[src/lcdce_consts.vh]
// constants for the display command executor
// Overview of operation
// - upper nibble 1100 is mode-set; bit 3 enables the display, 0 blanks it.
// - mode-set bit 2 picks half or third bias; low two bits pick drive mode.
// - bit 7 clear loads seven-bit data pointer; host keeps it within 0 to 59.
// - upper five bits 11100 select a device subaddress from low three bits.
// - bank-select bit 1 routes arriving display data to lower or upper RAM bank.
// - bank-select bit 0 picks which RAM bank feeds dispBankBits; dispData always carries the whole RAM nibble.
// - bank-select is ignored in three and four backplane drive modes.
// - upper five bits 11110 set blink mode bit 2 and blink rate field.
// - three and four backplane modes use normal blinking only.
// - decoded commands update status registers which jointly steer the display.
// - display bytes are stored in the order set by drive mode and input bank.
// - control byte bit 7 is continuation flag, bit 6 selects command or data.
// - each stored display byte advances data pointer; wrapping past 59 advances subaddress counter.
// - only a matching subaddress acknowledges and stores display bytes.
`ifndef LCDCE_CONSTS_VH
`define LCDCE_CONSTS_VH
`define LCDCE_MODE_STATIC 2'h1
`define LCDCE_MODE_MUX2 2'h2
`define LCDCE_MODE_MUX3 2'h3
`define LCDCE_MODE_MUX4 2'h0
`define LCDCE_PTR_MAX 7'h3B
`define LCDCE_RAM_DEPTH 60
`define LCDCE_CONT_BIT 7
`define LCDCE_SEL_BIT 6
`define LCDCE_OP_NONE 3'h0
`define LCDCE_OP_MODE 3'h1
`define LCDCE_OP_PTR 3'h2
`define LCDCE_OP_DEV 3'h3
`define LCDCE_OP_BANK 3'h4
`define LCDCE_OP_BLINK 3'h5
`define LCDCE_RST_MODE 2'h0
`endif

[src/lcdce_decode.v]
// opcode classifier for command bytes
`timescale 1ns/1ps
`include "lcdce_consts.vh"
module lcdce_decode (
    input wire [7:0] cmdByte,
    output reg [2:0] opKind
);
    // ==========================================
    // opcode match
    always @* begin
        if (cmdByte[7] == 1'b0)
            opKind = `LCDCE_OP_PTR;
        else if (cmdByte[7:4] == 4'hC)
            opKind = `LCDCE_OP_MODE;
        else if (cmdByte[7:3] == 5'h1C)
            opKind = `LCDCE_OP_DEV;
        else if (cmdByte[7:2] == 6'h3E)
            opKind = `LCDCE_OP_BANK;
        else if (cmdByte[7:3] == 5'h1E)
            opKind = `LCDCE_OP_BLINK;
        else
            opKind = `LCDCE_OP_NONE;
    end
endmodule

[src/lcdce_ram.v]
// 60 x 4 display ram with nibble write mask
`timescale 1ns/1ps
`include "lcdce_consts.vh"
module lcdce_ram (
    input wire core_clk,
    input wire wrEn,
    input wire [5:0] wrAddr,
    input wire [3:0] wrData,
    input wire [3:0] wrMask,
    input wire [5:0] rdAddr,
    output reg [3:0] rdData
);
    reg [3:0] mem [0:`LCDCE_RAM_DEPTH-1];
    // ==========================================
    // masked write, registered read
    always @(posedge core_clk) begin
        if (wrEn && wrAddr < `LCDCE_RAM_DEPTH)
            mem[wrAddr] <= (mem[wrAddr] & ~wrMask) | (wrData & wrMask);
        rdData <= (rdAddr < `LCDCE_RAM_DEPTH) ? mem[rdAddr] : 4'h0;
    end
endmodule

[src/lcdce_executor.v]
// command interpreter and display data store
`timescale 1ns/1ps
`include "lcdce_consts.vh"
module lcdce_executor (
    input wire core_clk,
    input wire srst,
    input wire byteValid,
    input wire [7:0] byteData,
    input wire frameStart,
    input wire [2:0] hwSubaddr,
    input wire [5:0] dispRdAddr,
    output reg byteAck,
    output reg displayEnable,
    output reg halfBias,
    output reg [1:0] driveMode,
    output reg [2:0] subaddr,
    output reg [6:0] dataPtr,
    output reg inputBank,
    output reg outputBank,
    output reg blinkAlternate,
    output reg [1:0] blinkRate,
    output reg [3:0] dispData,
    output reg [1:0] dispBankBits
);
    localparam ST_CTRL = 2'h0;
    localparam ST_CMD = 2'h1;
    localparam ST_DATA = 2'h2;

    reg [1:0] state;
    reg [1:0] next_state;
    reg lastCtrl;
    wire [2:0] opKind;
    wire [3:0] ramRd;
    reg ramWr;
    reg [3:0] wrData;
    reg [3:0] wrMask;
    reg [2:0] ptrStep;

    // ==========================================
    // mode predicate
    function isMultiBank;
        input [1:0] mode;
        begin
            isMultiBank = (mode == `LCDCE_MODE_MUX3) || (mode == `LCDCE_MODE_MUX4);
        end
    endfunction

    lcdce_decode uDecode (
        .cmdByte(byteData),
        .opKind(opKind)
    );

    lcdce_ram uRam (
        .core_clk(core_clk),
        .wrEn(ramWr),
        .wrAddr(dataPtr[5:0]),
        .wrData(wrData),
        .wrMask(wrMask),
        .rdAddr(dispRdAddr),
        .rdData(ramRd)
    );

    // ==========================================
    // byte framing
    always @* begin
        next_state = state;
        if (frameStart)
            next_state = ST_CTRL;
        else if (byteValid) begin
            case (state)
                ST_CTRL: begin
                    if (byteData[`LCDCE_SEL_BIT])
                        next_state = ST_DATA;
                    else
                        next_state = ST_CMD;
                end
                ST_CMD: next_state = lastCtrl ? ST_CMD : ST_CTRL;
                ST_DATA: next_state = ST_DATA;
                default: next_state = ST_CTRL;
            endcase
        end
    end

    // ==========================================
    // display byte storage order
    always @* begin
        ramWr = 1'b0;
        wrData = 4'h0;
        wrMask = 4'h0;
        ptrStep = 3'h0;
        if (byteValid && !frameStart && state == ST_DATA && subaddr == hwSubaddr) begin
            ramWr = 1'b1;
            case (driveMode)
                `LCDCE_MODE_STATIC: begin
                    ptrStep = 3'h1;
                    wrMask = inputBank ? 4'h4 : 4'h1;
                    wrData = {1'b0, byteData[7], 1'b0, byteData[7]};
                end
                `LCDCE_MODE_MUX2: begin
                    ptrStep = 3'h1;
                    wrMask = inputBank ? 4'hC : 4'h3;
                    wrData = {byteData[7:6], byteData[7:6]};
                end
                `LCDCE_MODE_MUX3: begin
                    ptrStep = 3'h1;
                    wrMask = 4'h7;
                    wrData = {1'b0, byteData[7:5]};
                end
                default: begin
                    ptrStep = 3'h1;
                    wrMask = 4'hF;
                    wrData = byteData[7:4];
                end
            endcase
        end
    end

    // ==========================================
    // status registers
    always @(posedge core_clk) begin
        if (srst) begin
            state <= ST_CTRL;
            lastCtrl <= 1'b0;
            byteAck <= 1'b0;
            displayEnable <= 1'b0;
            halfBias <= 1'b0;
            driveMode <= `LCDCE_RST_MODE;
            subaddr <= 3'h0;
            dataPtr <= 7'h00;
            inputBank <= 1'b0;
            outputBank <= 1'b0;
            blinkAlternate <= 1'b0;
            blinkRate <= 2'h0;
            dispData <= 4'h0;
            dispBankBits <= 2'h0;
        end else begin
            state <= next_state;
            byteAck <= 1'b0;
            if (byteValid && !frameStart) begin
                byteAck <= (state != ST_DATA) || (subaddr == hwSubaddr);
                if (state == ST_CTRL)
                    lastCtrl <= ~byteData[`LCDCE_CONT_BIT];
            end
            if (byteValid && !frameStart && state == ST_CMD) begin
                case (opKind)
                    `LCDCE_OP_MODE: begin
                        displayEnable <= byteData[3];
                        halfBias <= byteData[2];
                        driveMode <= byteData[1:0];
                        if (isMultiBank(byteData[1:0]))
                            blinkAlternate <= 1'b0;
                    end
                    `LCDCE_OP_PTR: dataPtr <= byteData[6:0];
                    `LCDCE_OP_DEV: subaddr <= byteData[2:0];
                    `LCDCE_OP_BANK: begin
                        if (!isMultiBank(driveMode)) begin
                            inputBank <= byteData[1];
                            outputBank <= byteData[0];
                        end
                    end
                    `LCDCE_OP_BLINK: begin
                        blinkRate <= byteData[1:0];
                        blinkAlternate <= byteData[2] & ~isMultiBank(driveMode);
                    end
                    default: ;
                endcase
            end
            if (ramWr) begin
                if (dataPtr >= `LCDCE_PTR_MAX) begin
                    dataPtr <= 7'h00;
                    subaddr <= subaddr + 3'h1;
                end else
                    dataPtr <= dataPtr + {4'h0, ptrStep};
            end
            // output bank selects nibble half in static and duplex modes
            dispData <= ramRd;
            if (isMultiBank(driveMode))
                dispBankBits <= ramRd[1:0];
            else
                dispBankBits <= outputBank ? ramRd[3:2] : ramRd[1:0];
        end
    end
endmodule

[config.mk]
export PLATFORM = sky130hd
export DESIGN_NAME = lcdce_executor
export DESIGN_NICKNAME = d
export VERILOG_FILES = /design/src/lcdce_decode.v /design/src/lcdce_ram.v /design/src/lcdce_executor.v
export VERILOG_INCLUDE_DIRS = /design/src
export SDC_FILE = /design/constraint.sdc
export NUM_CORES = 1
export LEC_CHECK = 0
export BUFFER_PORTS_ARGS = -buffer_cell sky130_fd_sc_hd__buf_2
export CAP_MARGIN = 10
export CORE_MARGIN = 2
export CORE_UTILIZATION = 45
export CTS_CLUSTER_DIAMETER = 60
export DETAILED_ROUTE_END_ITERATION = 8
export SLEW_MARGIN = 5
export SYNTH_ARGS = -nofsm -noshare
export SYNTH_HDL_FRONTEND = slang
export SYNTH_SLANG_ARGS = --single-unit
[constraint.sdc]
create_clock -name core_clk -period 14.33 [get_ports core_clk]
set_input_delay 0.7165 -clock core_clk [delete_from_list [all_inputs] [get_ports core_clk]]
set_output_delay 0.7165 -clock core_clk [all_outputs]
set_load 0.01 [all_outputs]
# After elaboration in Yosys (flattened, before gate mapping)

Memory sizes are Yosys's and may differ from the RTL's. A register that Yosys moved wholly into a read port is not among the register bits.
Cells that the tools add are included.

Flip-flop bits (word level): 29
Bits in writable memories: 240
Output and inout port bits: 26
Logic and storage cells: 102
Memories kept: 1

$add $sub $neg: 2
$lt $le $gt $ge: 3
Eq/ne operators: 18
Multiplexer cells: 32
Bitwise operators: 8
Reductions and logical operators: 24

Memory list:

| memory   | words | bits a word | read ports | clocked after Yosys merged registers in | write ports | line           | RTL |
|---|---|---|---|---|---|---|---|
| uRam.mem | 60    | 4           | 2          | 2                                       | 1           | lcdce_ram.v:13 | `` reg [3:0] mem [0:`LCDCE_RAM_DEPTH-1]; `` |

Operators with widths:

| cell                                                | number |
|---|---|
| two-way mux 3 bit                                   | 10 |
| two-way mux 7 bit                                   | 4 |
| case mux 4 bit (3 select lines)                     | 2 |
| < comparator 6 bit, second input constant           | 2 |
| two-way mux 4 bit                                   | 3 |
| two-way mux 6 bit                                   | 2 |
| == test 5 bit, second input constant                | 2 |
| AND 4 bit                                           | 2 |
| == test 2 bit, second input constant                | 4 |
| AND reduction 2 bit                                 | 4 |
| adder 7 x 3 -> 7 bit                                | 1 |
| >= comparator 7 x 6 -> 1 bit, second input constant | 1 |
| == test 3 x 2 -> 1 bit, second input constant       | 2 |
| == test 3 bit, second input constant                | 2 |
| == test 6 bit, second input constant                | 1 |
| zero test 2 bit                                     | 3 |
| two-way mux 1 bit                                   | 6 |
| two-way mux 2 bit                                   | 3 |
| case mux 2 bit (3 select lines)                     | 1 |
| AND reduction 3 bit                                 | 2 |
| nonzero test 2 bit                                  | 3 |
| logical AND 1 bit                                   | 5 |
| == test 2 x 1 -> 1 bit, second input constant       | 2 |
| == test 4 bit, second input constant                | 1 |
| other kinds (12)                                    | 19 |

# Longest topological paths before layout

Depth in word-level cells: 12
Gate-level depth with buffers: 10
Depth with buffers taken out: 9

# Hierarchy

A second synthesis with hierarchy kept.

Cell total of the unflattened synthesis: 888
Area total of the unflattened synthesis: 13,450.4 µm²

By module, submodules not included:

| module         | instances | cells an instance | area an instance (µm²) | sequential area each (µm²) |
|---|---|---|---|---|
| lcdce_ram      | 1         | 689               | 11,791.3               | 7,287.0 |
| lcdce_executor | 1         | 193               | 1,620.3                | 580.6 |
| lcdce_decode   | 1         | 6                 | 38.8                   | 0.0 |

# Worst setup path after synthesis

No wires, ideal clock.

Kind: flip-flop to flip-flop
From: register (tool-made name)
To: memory uRam.mem[0][1] (data pin)
Setup time: 0.688 ns
Arrival: 4.045 ns
Required time: 13.642 ns
Slack: 9.596 ns
Cell stages (with the launch flop): 11
Buffers on the path: 4
Cells stage by stage: dfxtp_1 -> buf_6 -> buf_8 -> buf_12 -> buf_8 -> nor2_1 -> a221oi_1 -> a21oi_1 -> a31oi_1 -> nor2_1 -> o31ai_1

RTL lines:

| element   | line |
|---|---|
| to (decl) | lcdce_ram.v:13 |

==> out/qor.csv <==
stage,metric,value,unit
timing,tightestPinTransition,1.02,ns
routing,drt_iter0_drc,972,
routing,first_pass_iters,5,
yosys,synth_enable_flop_cells,240,
timing,period_share,26.6,%
timing,rsz0062_at_grt,false,
placed_design,gp_congestion,0.837,
routing,wl,34400,um
placed_design,pre_cts_ws,10.50,ns
routing,dr_total_vias,8018,
clocking,cts_hold_buf,0,
die,fp.dieW,177,um
clocking,post-cts-setup-buffers,0,
yosys,ys_async_sr_fraction,0,%
die,num_io_pins,47,
yosys,synth_cell_types,65,
routing,met2WireLength,16000,um
min_path,min_from,frameStart,
timing,fmax,262,MHz
clocking,clk_pin_slew,0.06,ns
global_routing,gr-total-overflow,0,
run,maxCapViolCount,0,
timing,slew_violations,0,
power,p_leak,4.67,nW
yosys,yosys_warnings,0,
run_status,status,finished clean,
power,power,1.72,mW
finish,num-nets-final,896,
min_path,hold_path_class,in -> reg,
setup_path,setup.worst_path.class,reg -> reg,
yosys,syn_avg_cell_area,16.0,um2
yosys,synth_seq_cells,279,
routing,post_drt_wl_per_cell,26.9,um
routing,met3_length,2860,um
finish,drive_gt1_share,26.8,%
global_routing,grt_max_degree,61,
global_routing,grt_use_total,22.5,%
clocking,htreeDepth,1,
timing,setup-violations-final,0,
finish,diodes,0,
clocking,insertion_delay,0.56,ns
power,ir_drop,75.5,uV
clocking,tritoncts,built,
routing,drcViolationCount,0,
routing,vias_per_cell,6.25,
finish,area_delta_synth_final,11.1,%
yosys,ys_seq_area_share,59.6,%
routing,top_layer,met4,
die,die_h,177,um
die,die_area,0.0312,mm2
clocking,cts.path.max_buffers,3,
yosys,yosysTopAreaCellShare,53.8,%
yosys,syn-num-nets,867,
timing,setup_ws,10.52,ns
die,start_util,45.4,%
timing,hold_violations,0,
timing,timing.hold.ws,0.388,ns
setup_path,worstSetupEndpointType,flip-flop,
yosys,synthTopCellsByArea,"edfxtp_1 (54%), mux4_2 (20%), dfxtp_1 (5.8%)",
yosys,syn_area,0.0134,mm2
placed_design,port_buffers,46,
power,cellPowerDensity,116,mW/mm2
setup_path,crit_required,14.29,ns
routing,ant_nets,0,
placed_design,dp_hpwl,22400,um
routing,met1Wirelength,14300,um
global_routing,grt_pass1_vias,7922,
timing,min_period,3.81,ns
setup_path,cp-start-kind,flip-flop,
yosys,yosys.area.top_type,edfxtp_1,
timing,finClkSkew,0.0207,ns
clocking,root_buffer,clkbuf_16,
clocking,cts_buffers,31,
yosys,synth_flop_cell,edfxtp_1,
global_routing,grt_pass1_wl,51300,um
setup_path,worst-path-max-fanout,60,
clocking,cts-resized-gates,0,
yosys,netlist_instances,839,
die,core_area,0.0295,mm2
die,rows,63,
timing,relSlewSlack,31.9,%
clocking,cts.sinks,279,
global_routing,antenna_found_initial,0,
timing,tns,0,ns
setup_path,worstPathArrival,3.78,ns
## cell families (layout without fill, tap and decap cells)
family / count (synthesis) / in the layout / synth area share, %
buf+inv: 69 / 122 / 2.86
simple gates: 226 / 226 / 8.04
mux: 160 / 160 / 23.8
fa+ha+maj: 7 / 7 / 0.654
flops: 279 / 279 / 59.6
compound gates: 94 / 94 / 4.74
xor+xnor: 4 / 4 / 0.262
## registers in the layout, summed over array words and instances, names as in the netlist, named ones only
register and cells:
blinkAlternate 1, lastCtrl 1, displayEnable 1, state 2
dispData 4, inputBank 1, dispBankBits 2, dataPtr 7
outputBank 1, blinkRate 2, byteAck 1, subaddr 3
uRam.mem 240, driveMode 2, uRam.rdData 4, halfBias 1
## cells in the final DEF, fill, tap and decap left out, types with 3 or more instances in the layout
cell and count:
mux2_2 8, clkbuf_1 5, nand4_1 3, clkinvlp_4 4, clkinv_1 7, bufinv_16 3, xnor2_1 3, nor2b_1 22
inv_1 9, o211ai_1 7, a22oi_1 6, a211oi_1 6, a2111oi_0 3, clkinv_2 5, clkbuf_16 31, nor2_1 91
edfxtp_1 240, a31oi_1 7, o21ai_0 8, or3_1 5, nand2_1 48, buf_4 9, o22ai_1 4, mux4_2 117
buf_2 45, mux4_1 7, ha_1 7, nand3b_1 5, a21oi_1 27, nor3_1 6, nand2b_1 9, mux2i_1 27
dfxtp_1 36, nand3_1 20
## synth_stat cells, types with 6 or more instances
| cell | number |
|---|---|
| a211oi_1 | 6 |
| a21oi_1 | 27 |
| a22oi_1 | 6 |
| a31oi_1 | 7 |
| buf_1 | 7 |
| buf_2 | 14 |
| buf_6 | 7 |
| clkbuf_1 | 24 |
| dfxtp_1 | 39 |
| edfxtp_1 | 240 |
| ha_1 | 7 |
| inv_1 | 9 |
| mux2_2 | 8 |
| mux2i_1 | 27 |
| mux4_1 | 7 |
| mux4_2 | 117 |
| nand2_1 | 48 |
| nand2b_1 | 9 |
| nand3_1 | 21 |
| nor2_1 | 91 |
| nor2b_1 | 22 |
| nor3_1 | 6 |
| o211ai_1 | 7 |
| o21ai_0 | 8 |
## final timing paths
path                          to  slack (ns)  depth (start not counted)
setup reg to reg  uRam.mem[2][3]       10.52                          7
setup / recovery  uRam.mem[2][3]       10.52                          7
hold reg to reg     blinkRate[1]        0.45                          2
hold / removal          state[0]        0.39                          2
## final cells by class
| cell class | count | area (um2) |
|---|---|---|
| Inverter | 10 | 37.5 |
| Sequential cell | 279 | 7990 |
| Timing Repair Buffer | 55 | 313 |
| Tap cell | 390 | 488 |
| Fill cell | 2448 | 14600 |
| Clock buffer | 36 | 795 |
| Multi-Input combinational cell | 491 | 5060 |
| Clock inverter | 21 | 196 |
## layer usage
layer	GRT usage, %	vias up
met5	0	-
li1	-	3455
met4	7.75	0
met1	32.0	4117
met3	3.94	73
met2	35.1	373
## worst max-delay path, stage by stage, from the launching register on
cell	delay [ns]
dfxtp_4	0.57
buf_4	0.61
mux4_2	0.59
mux2_2	0.28
o221ai_1	0.19
a31oi_1	0.06
nand2_1	0.08
nand3_2	0.77
## metrics by stage
stage	instance area (um2)	instances	utilization [%]
3_5_place_dp	13900	1224	47.1
5_1_grt	14900	1282	50.5
2_1_floorplan	13400	839	-
4_1_cts	14900	1281	50.4
6_report	14900	1282	50.5
3_3_place_gp	13900	1224	47.1
## power by group
group / leakage [nW] / total (mW) / internal (mW) / switching [mW]
registers: 2.48 / 0.880 / 0.878 / 0.00236
clock network: 0.473 / 0.772 / 0.451 / 0.322
logic: 1.72 / 0.0714 / 0.0312 / 0.0402
Note: power is estimated with default switching activity, not from simulation.
